File: src/design/dbgc_map.svh
// register offsets, field positions and reset values of the digital i/o glue
`ifndef DBGC_MAP_SVH
`define DBGC_MAP_SVH
`define DBGC_OFF_CFG0 4'h3
`define DBGC_OFF_CFG1 4'h7
`define DBGC_OFF_GATE0 4'h8
`define DBGC_OFF_GATE1 4'h9
`define DBGC_OFF_COSEN 4'hB
`define DBGC_OFF_CLR 4'hF
`define DBGC_IDX_CFG 2'h3
`define DBGC_ADDR_HI 3
`define DBGC_ADDR_GRP 2
`define DBGC_ADDR_GATE_GRP 0
`define DBGC_B_MODESET 7
`define DBGC_B_DIR_A 4
`define DBGC_B_DIR_CHI 3
`define DBGC_B_DIR_B 1
`define DBGC_B_DIR_CLO 0
`define DBGC_PORT_W 8
`define DBGC_NIB_W 4
`define DBGC_NPORT 3
`define DBGC_NGRP 2
`define DBGC_COS_W 6
`define DBGC_PC3_LINE 19
`define DBGC_RST_DIR 4'hF
`define DBGC_RST_MASK 6'h3F
`define DBGC_RST_BYTE 8'h00
`define DBGC_RST_LINES 24'h000000
`endif

File: src/design/dbgc_pkg.sv
// types and bus decode shared by the digital i/o glue
package dbgc_pkg;
  `include "dbgc_map.svh"
  typedef logic [7:0] dbgc_byte_t;
  typedef logic [23:0] dbgc_lines_t;
  typedef enum logic [2:0] {
    ACC_PORT,
    ACC_CFG,
    ACC_GATE,
    ACC_COSEN,
    ACC_CLR,
    ACC_UNMAPPED
  } dbgc_acc_e;

  function automatic dbgc_acc_e dbgc_decode(input logic [3:0] a);
    dbgc_acc_e r;
    r = ACC_UNMAPPED;
    if (!a[`DBGC_ADDR_HI]) begin
      r = (a[1:0] == `DBGC_IDX_CFG) ? ACC_CFG : ACC_PORT;
    end else begin
      case (a)
        `DBGC_OFF_GATE0, `DBGC_OFF_GATE1: r = ACC_GATE;
        `DBGC_OFF_COSEN: r = ACC_COSEN;
        `DBGC_OFF_CLR: r = ACC_CLR;
        default: r = ACC_UNMAPPED;
      endcase
    end
    return r;
  endfunction : dbgc_decode

  function automatic logic dbgc_group(input logic [3:0] a);
    return a[`DBGC_ADDR_HI] ? a[`DBGC_ADDR_GATE_GRP] : a[`DBGC_ADDR_GRP];
  endfunction : dbgc_group
endpackage : dbgc_pkg

File: src/design/dbgc_port_group.sv
// one 24-line parallel port group with its output latches and buffer gate
`timescale 1ns/100ps
`include "dbgc_map.svh"
module dbgc_port_group
  import dbgc_pkg::*;
(
  input logic mclk,
  input logic rst_n,
  input logic tristate_jumper_position,
  input logic wr_data_en,
  input logic wr_cfg_en,
  input logic wr_gate_en,
  input logic [1:0] wr_idx,
  input dbgc_byte_t wdata,
  input dbgc_lines_t pin_in,
  output dbgc_lines_t pin_out_r,
  output dbgc_lines_t pin_oe_r,
  output dbgc_byte_t rd_val
);
  // dir bits: [3] port a, [2] c upper nybble, [1] port b, [0] c lower nybble; 1 = input
  logic [3:0] dir_r, dir_nxt;
  logic buf_off_r, buf_off_nxt;
  dbgc_lines_t latch_nxt, oe_nxt, out_mask, out_mask_nxt, rd_lines;

  function automatic dbgc_lines_t dbgc_mask(input logic [3:0] d);
    return {{`DBGC_NIB_W{~d[2]}}, {`DBGC_NIB_W{~d[0]}}, {`DBGC_PORT_W{~d[1]}},
            {`DBGC_PORT_W{~d[3]}}};
  endfunction : dbgc_mask

  always_comb begin
    dir_nxt = dir_r;
    buf_off_nxt = buf_off_r;
    latch_nxt = pin_out_r;
    if (wr_cfg_en && wdata[`DBGC_B_MODESET]) begin
      // mode bits 6,5,2 must be zero; only mode 0 exists here
      dir_nxt = {wdata[`DBGC_B_DIR_A], wdata[`DBGC_B_DIR_CHI], wdata[`DBGC_B_DIR_B],
                 wdata[`DBGC_B_DIR_CLO]};
      latch_nxt = `DBGC_RST_LINES;
      buf_off_nxt = 1'b1;
    end else if (wr_cfg_en) begin
      buf_off_nxt = 1'b0;
    end else if (wr_gate_en) begin
      buf_off_nxt = wdata[`DBGC_B_MODESET];
    end else if (wr_data_en) begin
      latch_nxt[wr_idx*`DBGC_PORT_W +: `DBGC_PORT_W] = wdata;
    end
    out_mask_nxt = dbgc_mask(dir_nxt);
    // jumper only matters in the gating: the latched gate state is kept either way
    oe_nxt = (buf_off_nxt && tristate_jumper_position) ? `DBGC_RST_LINES
             : out_mask_nxt;
  end

  always_ff @(posedge mclk) begin
    if (!rst_n) begin
      dir_r <= `DBGC_RST_DIR;
      buf_off_r <= 1'b1;
      pin_out_r <= `DBGC_RST_LINES;
      pin_oe_r <= `DBGC_RST_LINES;
    end else begin
      dir_r <= dir_nxt;
      buf_off_r <= buf_off_nxt;
      pin_out_r <= latch_nxt;
      pin_oe_r <= oe_nxt;
    end
  end

  // reads see the pins on input lines and the latch on output lines
  assign out_mask = dbgc_mask(dir_r);
  assign rd_lines = (pin_in & ~out_mask) | (pin_out_r & out_mask);
  assign rd_val = rd_lines[wr_idx*`DBGC_PORT_W +: `DBGC_PORT_W];
endmodule : dbgc_port_group

File: src/design/dbgc_top.sv
// host-bus glue for two 24-line port groups: buffer gating and change-of-state interrupt
// What this block does
// - control byte bit7 mode set, direction bits
// - mode set clears latches, disables buffers
// - group config at offsets 3 and 7
// - gate writes at 8 and 9, latches kept
// - gate bit7 low enables, high disables
// - all interrupt sources masked after reset
// - offset 0xB enable bits per port
// - enable bit one masks, zero enables
// - any access to 0xB unmasks line-three interrupt
// - interrupt latched until explicitly cleared
// - any write to 0xF clears latch unless a new event arrives that cycle
// - port c line three is user interrupt
// - bit7 low control reaches buffer gate only
// - always-on jumper keeps buffers enabled
// - reset leaves all lines input, receiving
`timescale 1ns/100ps
`include "dbgc_map.svh"
module dbgc_top
  import dbgc_pkg::*;
(
  input logic mclk,
  input logic rst_n,
  input logic [3:0] io_addr,
  input logic io_wr,
  input logic io_rd,
  input dbgc_byte_t io_wdata,
  output dbgc_byte_t io_rdata_r,
  input logic tristate_jumper_position,
  input dbgc_lines_t g0_pin_in,
  output dbgc_lines_t g0_pin_out_r,
  output dbgc_lines_t g0_pin_oe_r,
  input dbgc_lines_t g1_pin_in,
  output dbgc_lines_t g1_pin_out_r,
  output dbgc_lines_t g1_pin_oe_r,
  output logic irq_r
);
  dbgc_acc_e wr_acc, rd_acc;
  logic wr_grp, rd_grp;
  dbgc_lines_t pin_in [`DBGC_NGRP];
  dbgc_lines_t pin_out [`DBGC_NGRP];
  dbgc_lines_t pin_oe [`DBGC_NGRP];
  dbgc_byte_t rd_val [`DBGC_NGRP];
  dbgc_lines_t prev_r [`DBGC_NGRP];
  dbgc_lines_t prev_nxt [`DBGC_NGRP];
  logic [`DBGC_COS_W-1:0] cos_mask_r, cos_mask_nxt;
  logic [`DBGC_COS_W-1:0] port_chg, cos_hit;
  logic [`DBGC_NGRP-1:0] pc3_rise;
  logic user_en_r, user_en_nxt;
  logic user_hit, clr_wr, cosen_acc;
  logic irq_nxt;
  dbgc_byte_t rdata_nxt;

  assign wr_acc = dbgc_decode(io_addr);
  assign rd_acc = dbgc_decode(io_addr);
  assign wr_grp = dbgc_group(io_addr);
  assign rd_grp = dbgc_group(io_addr);
  assign pin_in[0] = g0_pin_in;
  assign pin_in[1] = g1_pin_in;
  assign g0_pin_out_r = pin_out[0];
  assign g1_pin_out_r = pin_out[1];
  assign g0_pin_oe_r = pin_oe[0];
  assign g1_pin_oe_r = pin_oe[1];

  genvar g, p;
  generate
    for (g = 0; g < `DBGC_NGRP; g++) begin : gen_grp
      logic sel;
      assign sel = (wr_grp == 1'(g));
      dbgc_port_group u_grp (
        .mclk(mclk),
        .rst_n(rst_n),
        .tristate_jumper_position(tristate_jumper_position),
        .wr_data_en(io_wr && sel && (wr_acc == ACC_PORT)),
        .wr_cfg_en(io_wr && sel && (wr_acc == ACC_CFG)),
        .wr_gate_en(io_wr && sel && (wr_acc == ACC_GATE)),
        .wr_idx(io_addr[1:0]),
        .wdata(io_wdata),
        .pin_in(pin_in[g]),
        .pin_out_r(pin_out[g]),
        .pin_oe_r(pin_oe[g]),
        .rd_val(rd_val[g])
      );
      // port sampled every clock; any bit that moved marks its port
      for (p = 0; p < `DBGC_NPORT; p++) begin : gen_port
        assign port_chg[g*`DBGC_NPORT+p] =
          |(pin_in[g][p*`DBGC_PORT_W +: `DBGC_PORT_W]
            ^ prev_r[g][p*`DBGC_PORT_W +: `DBGC_PORT_W]);
      end
      assign pc3_rise[g] = pin_in[g][`DBGC_PC3_LINE] && !prev_r[g][`DBGC_PC3_LINE];
      assign prev_nxt[g] = pin_in[g];
    end
  endgenerate

  // interrupt sources and the latch
  always_comb begin
    cosen_acc = (io_wr || io_rd) && (wr_acc == ACC_COSEN);
    clr_wr = io_wr && (wr_acc == ACC_CLR);
    cos_mask_nxt = cos_mask_r;
    if (io_wr && (wr_acc == ACC_COSEN)) begin
      cos_mask_nxt = io_wdata[`DBGC_COS_W-1:0];
    end
    user_en_nxt = user_en_r || cosen_acc;
    cos_hit = port_chg & ~cos_mask_r;
    user_hit = user_en_r && (|pc3_rise);
    // a new event in the clearing cycle keeps the latch set
    irq_nxt = (irq_r && !clr_wr) || (|cos_hit) || user_hit;
  end

  always_ff @(posedge mclk) begin
    if (!rst_n) begin
      cos_mask_r <= `DBGC_RST_MASK;
      user_en_r <= 1'b0;
      irq_r <= 1'b0;
      prev_r[0] <= `DBGC_RST_LINES;
      prev_r[1] <= `DBGC_RST_LINES;
    end else begin
      cos_mask_r <= cos_mask_nxt;
      user_en_r <= user_en_nxt;
      irq_r <= irq_nxt;
      prev_r[0] <= prev_nxt[0];
      prev_r[1] <= prev_nxt[1];
    end
  end

  // read data: port offsets return lines, write-only offsets read as zero
  always_comb begin
    rdata_nxt = io_rdata_r;
    if (io_rd) begin
      rdata_nxt = (rd_acc == ACC_PORT) ? rd_val[rd_grp] : `DBGC_RST_BYTE;
    end
  end

  always_ff @(posedge mclk) begin
    if (!rst_n) begin
      io_rdata_r <= `DBGC_RST_BYTE;
    end else begin
      io_rdata_r <= rdata_nxt;
    end
  end

  // helper: change seen on a masked port only
  logic masked_only;
  assign masked_only = (|port_chg) && !(|cos_hit) && !user_hit;
endmodule : dbgc_top

File: config.mk
export PLATFORM = sky130hd
export DESIGN_NAME = dbgc_top
export DESIGN_NICKNAME = d
export VERILOG_FILES = /design/src/design/dbgc_pkg.sv /design/src/design/dbgc_port_group.sv /design/src/design/dbgc_top.sv
export VERILOG_INCLUDE_DIRS = /design/src /design/src/design
export SDC_FILE = /design/constraint.sdc
export NUM_CORES = 1
export LEC_CHECK = 0
export BUFFER_PORTS_ARGS = -buffer_cell sky130_fd_sc_hd__buf_2
export CAP_MARGIN = 30
export CORE_MARGIN = 8
export CORE_UTILIZATION = 35
export CTS_CLUSTER_SIZE = 25
export DETAILED_ROUTE_END_ITERATION = 12
export SKIP_CTS_REPAIR_TIMING = 1
export SLEW_MARGIN = 20
export SYNTH_ARGS = -nofsm -noshare
export SYNTH_HDL_FRONTEND = slang
export SYNTH_SLANG_ARGS = --single-unit
File: constraint.sdc
create_clock -name mclk -period 3.5 [get_ports mclk]
set_input_delay 0.175 -clock mclk [delete_from_list [all_inputs] [get_ports mclk]]
set_output_delay 0.175 -clock mclk [all_outputs]
set_load 0.05 [all_outputs]
==> flow_summary_export.csv <==
group,metric,value,unit
outcome,status,"finished with violations",
outcome,violations,"hold timing",
setup_path,path_buf_inv,1,
clocking,clockBufferDepth,2,
setup_path,critical_path.max_fanout,24,
floorplan,rows,48,
placed_design,dpl.cell_count,1004,
floorplan,dieWidth,149.2,microns
placed_design,io_buffer_count,169,
clocking,cts_root_buf,"clkbuf_16",
pwr,power.switching,0.0009208,W
clocking,cts_made_buffers,17,
clocking,clock_latency,0.43,ns
drt,wl_per_cell,18.88,microns
clocking,ctsHtreeMaxLevel,4,
global_routing,antenna_found_initial,2,
run,maxCapViolCount,0,
setup_path,critPathTopFamily,"simple AND/OR/NAND/NOR gates",
synthesis,synth_top_area_cell,"dfxtp_1",
drt,routed_wl,19.79,mm
sta,min_period_over_period,56.96,%
sta,finalCriticalPeriod,1.994,ns
pwr,pwr-share-comb,10.4,%
sta,setup-violations-final,0,
synthesis,yosysWarnings,0,
setup_path,cp_slowest_cell,"nand2_1",
drt,drc,0,
final_layout,drive_gt1_share,29.16,%
placed_design,finalWeightedCongestion,0.8519,
pwr,leakagePower,3.557,nW
floorplan,start_util,35.88,%
synthesis,synthCells,689,
drt,vias,5237,
setup_path,path_class,"in2reg",
sta,max_freq,501.6,MHz
synthesis,synth_top_area_share,41.94,%
setup_path,cp.arrival,2.26,ns
synthesis,synth_cell_types,41,
final_layout,finalCoreUtilization,44.03,%
global_routing,grt_pass1_wl,29.74,mm
pwr,p_int,0.002803,W
sta,timing.hold.ws,-0.005866,ns
global_routing,grt-ovfl-total,0,
synthesis,synthTopCellsByArea,"dfxtp_1 42%, xor2_1 6.2%, nand2_1 5.8%",
pwr,switching_share,24.72,%
final_layout,nets,885,
synthesis,synthArstFlopShare,0,%
sta,setup_tns,0,ns
final_layout,diodes,0,
clocking,cts_tree,"done",
sta,worst_slack,1.506,ns
setup_path,max_stage_delay,0.82,ns
pwr,power_per_cell_area,489.0,mW/mm^2
final_layout,area_delta_synth_final,22.72,%
setup_path,crit_chain,"buf_2 > ha_1 > nor2b_1 > nand4_1 > nand2_1 > a21oi_1",
final_layout,stdcell_count,1048,
synthesis,syn_area,0.006206,sq mm
sta,finalMaxSlewViolations,0,
floorplan,dieHeight,149.2,microns
synthesis,ys.flop_type,"dfxtp_1",
synthesis,yosysSeqAreaShare,41.94,%
sta,skew,0.005665,ns
global_routing,grt_pass1_vias,5078,
clocking,clock_sinks,130,
placed_design,dpl.hpwl,14.94,mm
setup_path,cp-end-kind,"flop",
pwr,clockPowerShare,48.3,%
floorplan,dieArea,0.02225,sq mm
clocking,cts.clk_slew.worst_paths,0.06,ns
synthesis,syn_nets,762,
floorplan,io_pins,170,
floorplan,fp.coreArea,0.01730,sq mm
pwr,p_seq_share,41.4,%
synthesis,syn_area_per_cell,9.007,sq um
drt,final_antenna_net_count,0,
sta,relSlewSlack,41.39,%
sta,worst_pin_slew,0.8770,ns
pwr,ir_worst_vdd,0.3454,mV
worst_hold_path,min_path_type,"in2reg",
setup_path,cp-start-kind,"input pin",
synthesis,synth_seq_cells,130,
drt,drt-initial-drc-count,378,
global_routing,track_usage,17.74,%
placed_design,pre_cts_ws,1.080,ns
drt,firstDrtPassIters,4,
setup_path,cp.required,3.77,ns
global_routing,grt_max_degree,41,
drt,avgViaCountPerCell,4.997,
synthesis,synth_edf_count,0,
sta,finalHoldViolations,7,
sta,rsz0062_at_grt,"false",
[stage by stage]
stage          instance area [sq um]  power [W]
2_1_floorplan                   6206   0.001806
3_3_place_gp                    6877   0.001939
3_5_place_dp                    6888   0.001944
4_1_cts                         7478   0.003730
5_1_grt                         7616   0.003841
6_report                        7616   0.003724
[power by group through the flow]
stage          sequential [W]  combinational, W  clock, W
6_report              0.00154          0.000386   0.00180
5_1_grt               0.00154          0.000417   0.00188
4_1_cts               0.00154          0.000372   0.00182
3_5_place_dp          0.00157          0.000371         0
3_3_place_gp          0.00157          0.000368         0
2_1_floorplan         0.00159          0.000220         0
[layer usage]
metal  routed length, microns  GRT usage [%]
met5                       27              0
met4                      323          6.159
met3                     1565          5.492
met2                     8873          26.95
met1                     8997          23.30
[kinds of logic after synthesis]
| kind of cell | after synthesis | synth area share (%) |
|---|---|---|
| simple gates | 256 | 21.39 |
| flops | 130 | 41.94 |
| compound gates | 100 | 10.10 |
| buf+inv | 90 | 8.266 |
| mux | 59 | 10.20 |
| xor+xnor | 46 | 6.492 |
| fa+ha+maj | 8 | 1.613 |
[path summary, 6_finish.rpt]
path | cells after the start | to | from | slack [ns]
setup reg to reg | 5 | io_rdata_r[3] | gen_grp[0].u_grp.dir_r[1] | 1.83
hold / removal | 2 | prev_r[0][45] | g1_pin_in[21] | -0.006
setup / recovery | 6 | gen_grp[1].u_grp.pin_out_r[9] | io_addr[0] | 1.51
hold reg to reg | 2 | gen_grp[1].u_grp.pin_out_r[12] | gen_grp[1].u_grp.pin_out_r[12] | 0.46
[cells in the final DEF, fill, tap and decap left out, drive strengths merged]
cell / n
ha: 8
clkinv: 5
nor4: 11
nand3: 39
dfxtp: 130
buf: 176
nand2b: 2
a31oi: 2
a41oi: 2
inv: 5
bufinv: 3
a21oi: 52
mux2: 24
o21ai: 9
nor3b: 3
nor3: 1
mux2i: 35
and3: 2
nor2: 12
o21a: 1
xor2: 44
dlygate4sd3: 13
nor2b: 8
or2: 1
xnor2: 2
clkbuf: 19
a21boi: 2
a22o: 8
clkinvlp: 3
nor4b: 1
or3b: 2
o211ai: 24
nand4b: 1
nand2: 96
nand4: 26
and2: 51
[sequential cells by signal, indices dropped and copies added, names as in the netlist]
register	cells
gen_grp.u_grp.pin_oe_r	8
irq_r	1
user_en_r	1
cos_mask_r	6
gen_grp.u_grp.buf_off_r	2
prev_r	48
io_rdata_r	8
gen_grp.u_grp.dir_r	8
gen_grp.u_grp.pin_out_r	48
[synth_stat cells (2+ instances only)]
library cell,n
o21ai_0,6
clkbuf_1,27
o21ai_1,3
o211ai_1,24
xnor2_1,2
nor2b_1,8
dfxtp_1,130
nand2_1,96
a41oi_1,2
nand2b_1,2
and3_1,2
buf_1,3
buf_4,40
xor2_1,44
buf_2,14
nand3_1,39
a21oi_1,52
inv_1,4
nor4_1,11
nand4_1,26
and2_1,51
nor2_1,12
mux2i_1,34
mux2_2,24
ha_1,8
nor3b_2,3
a22o_1,8
[layout make-up]
class	instances	area, sq um
clock buffer	19	452.9
clock inverter	11	137.6
fill	1738	9681
inverter	5	18.77
multi-input combinational	469	3090
sequential	130	2603
tap	225	281.5
timing repair buffer	189	1032
Note: power is estimated with default switching activity, not from simulation.
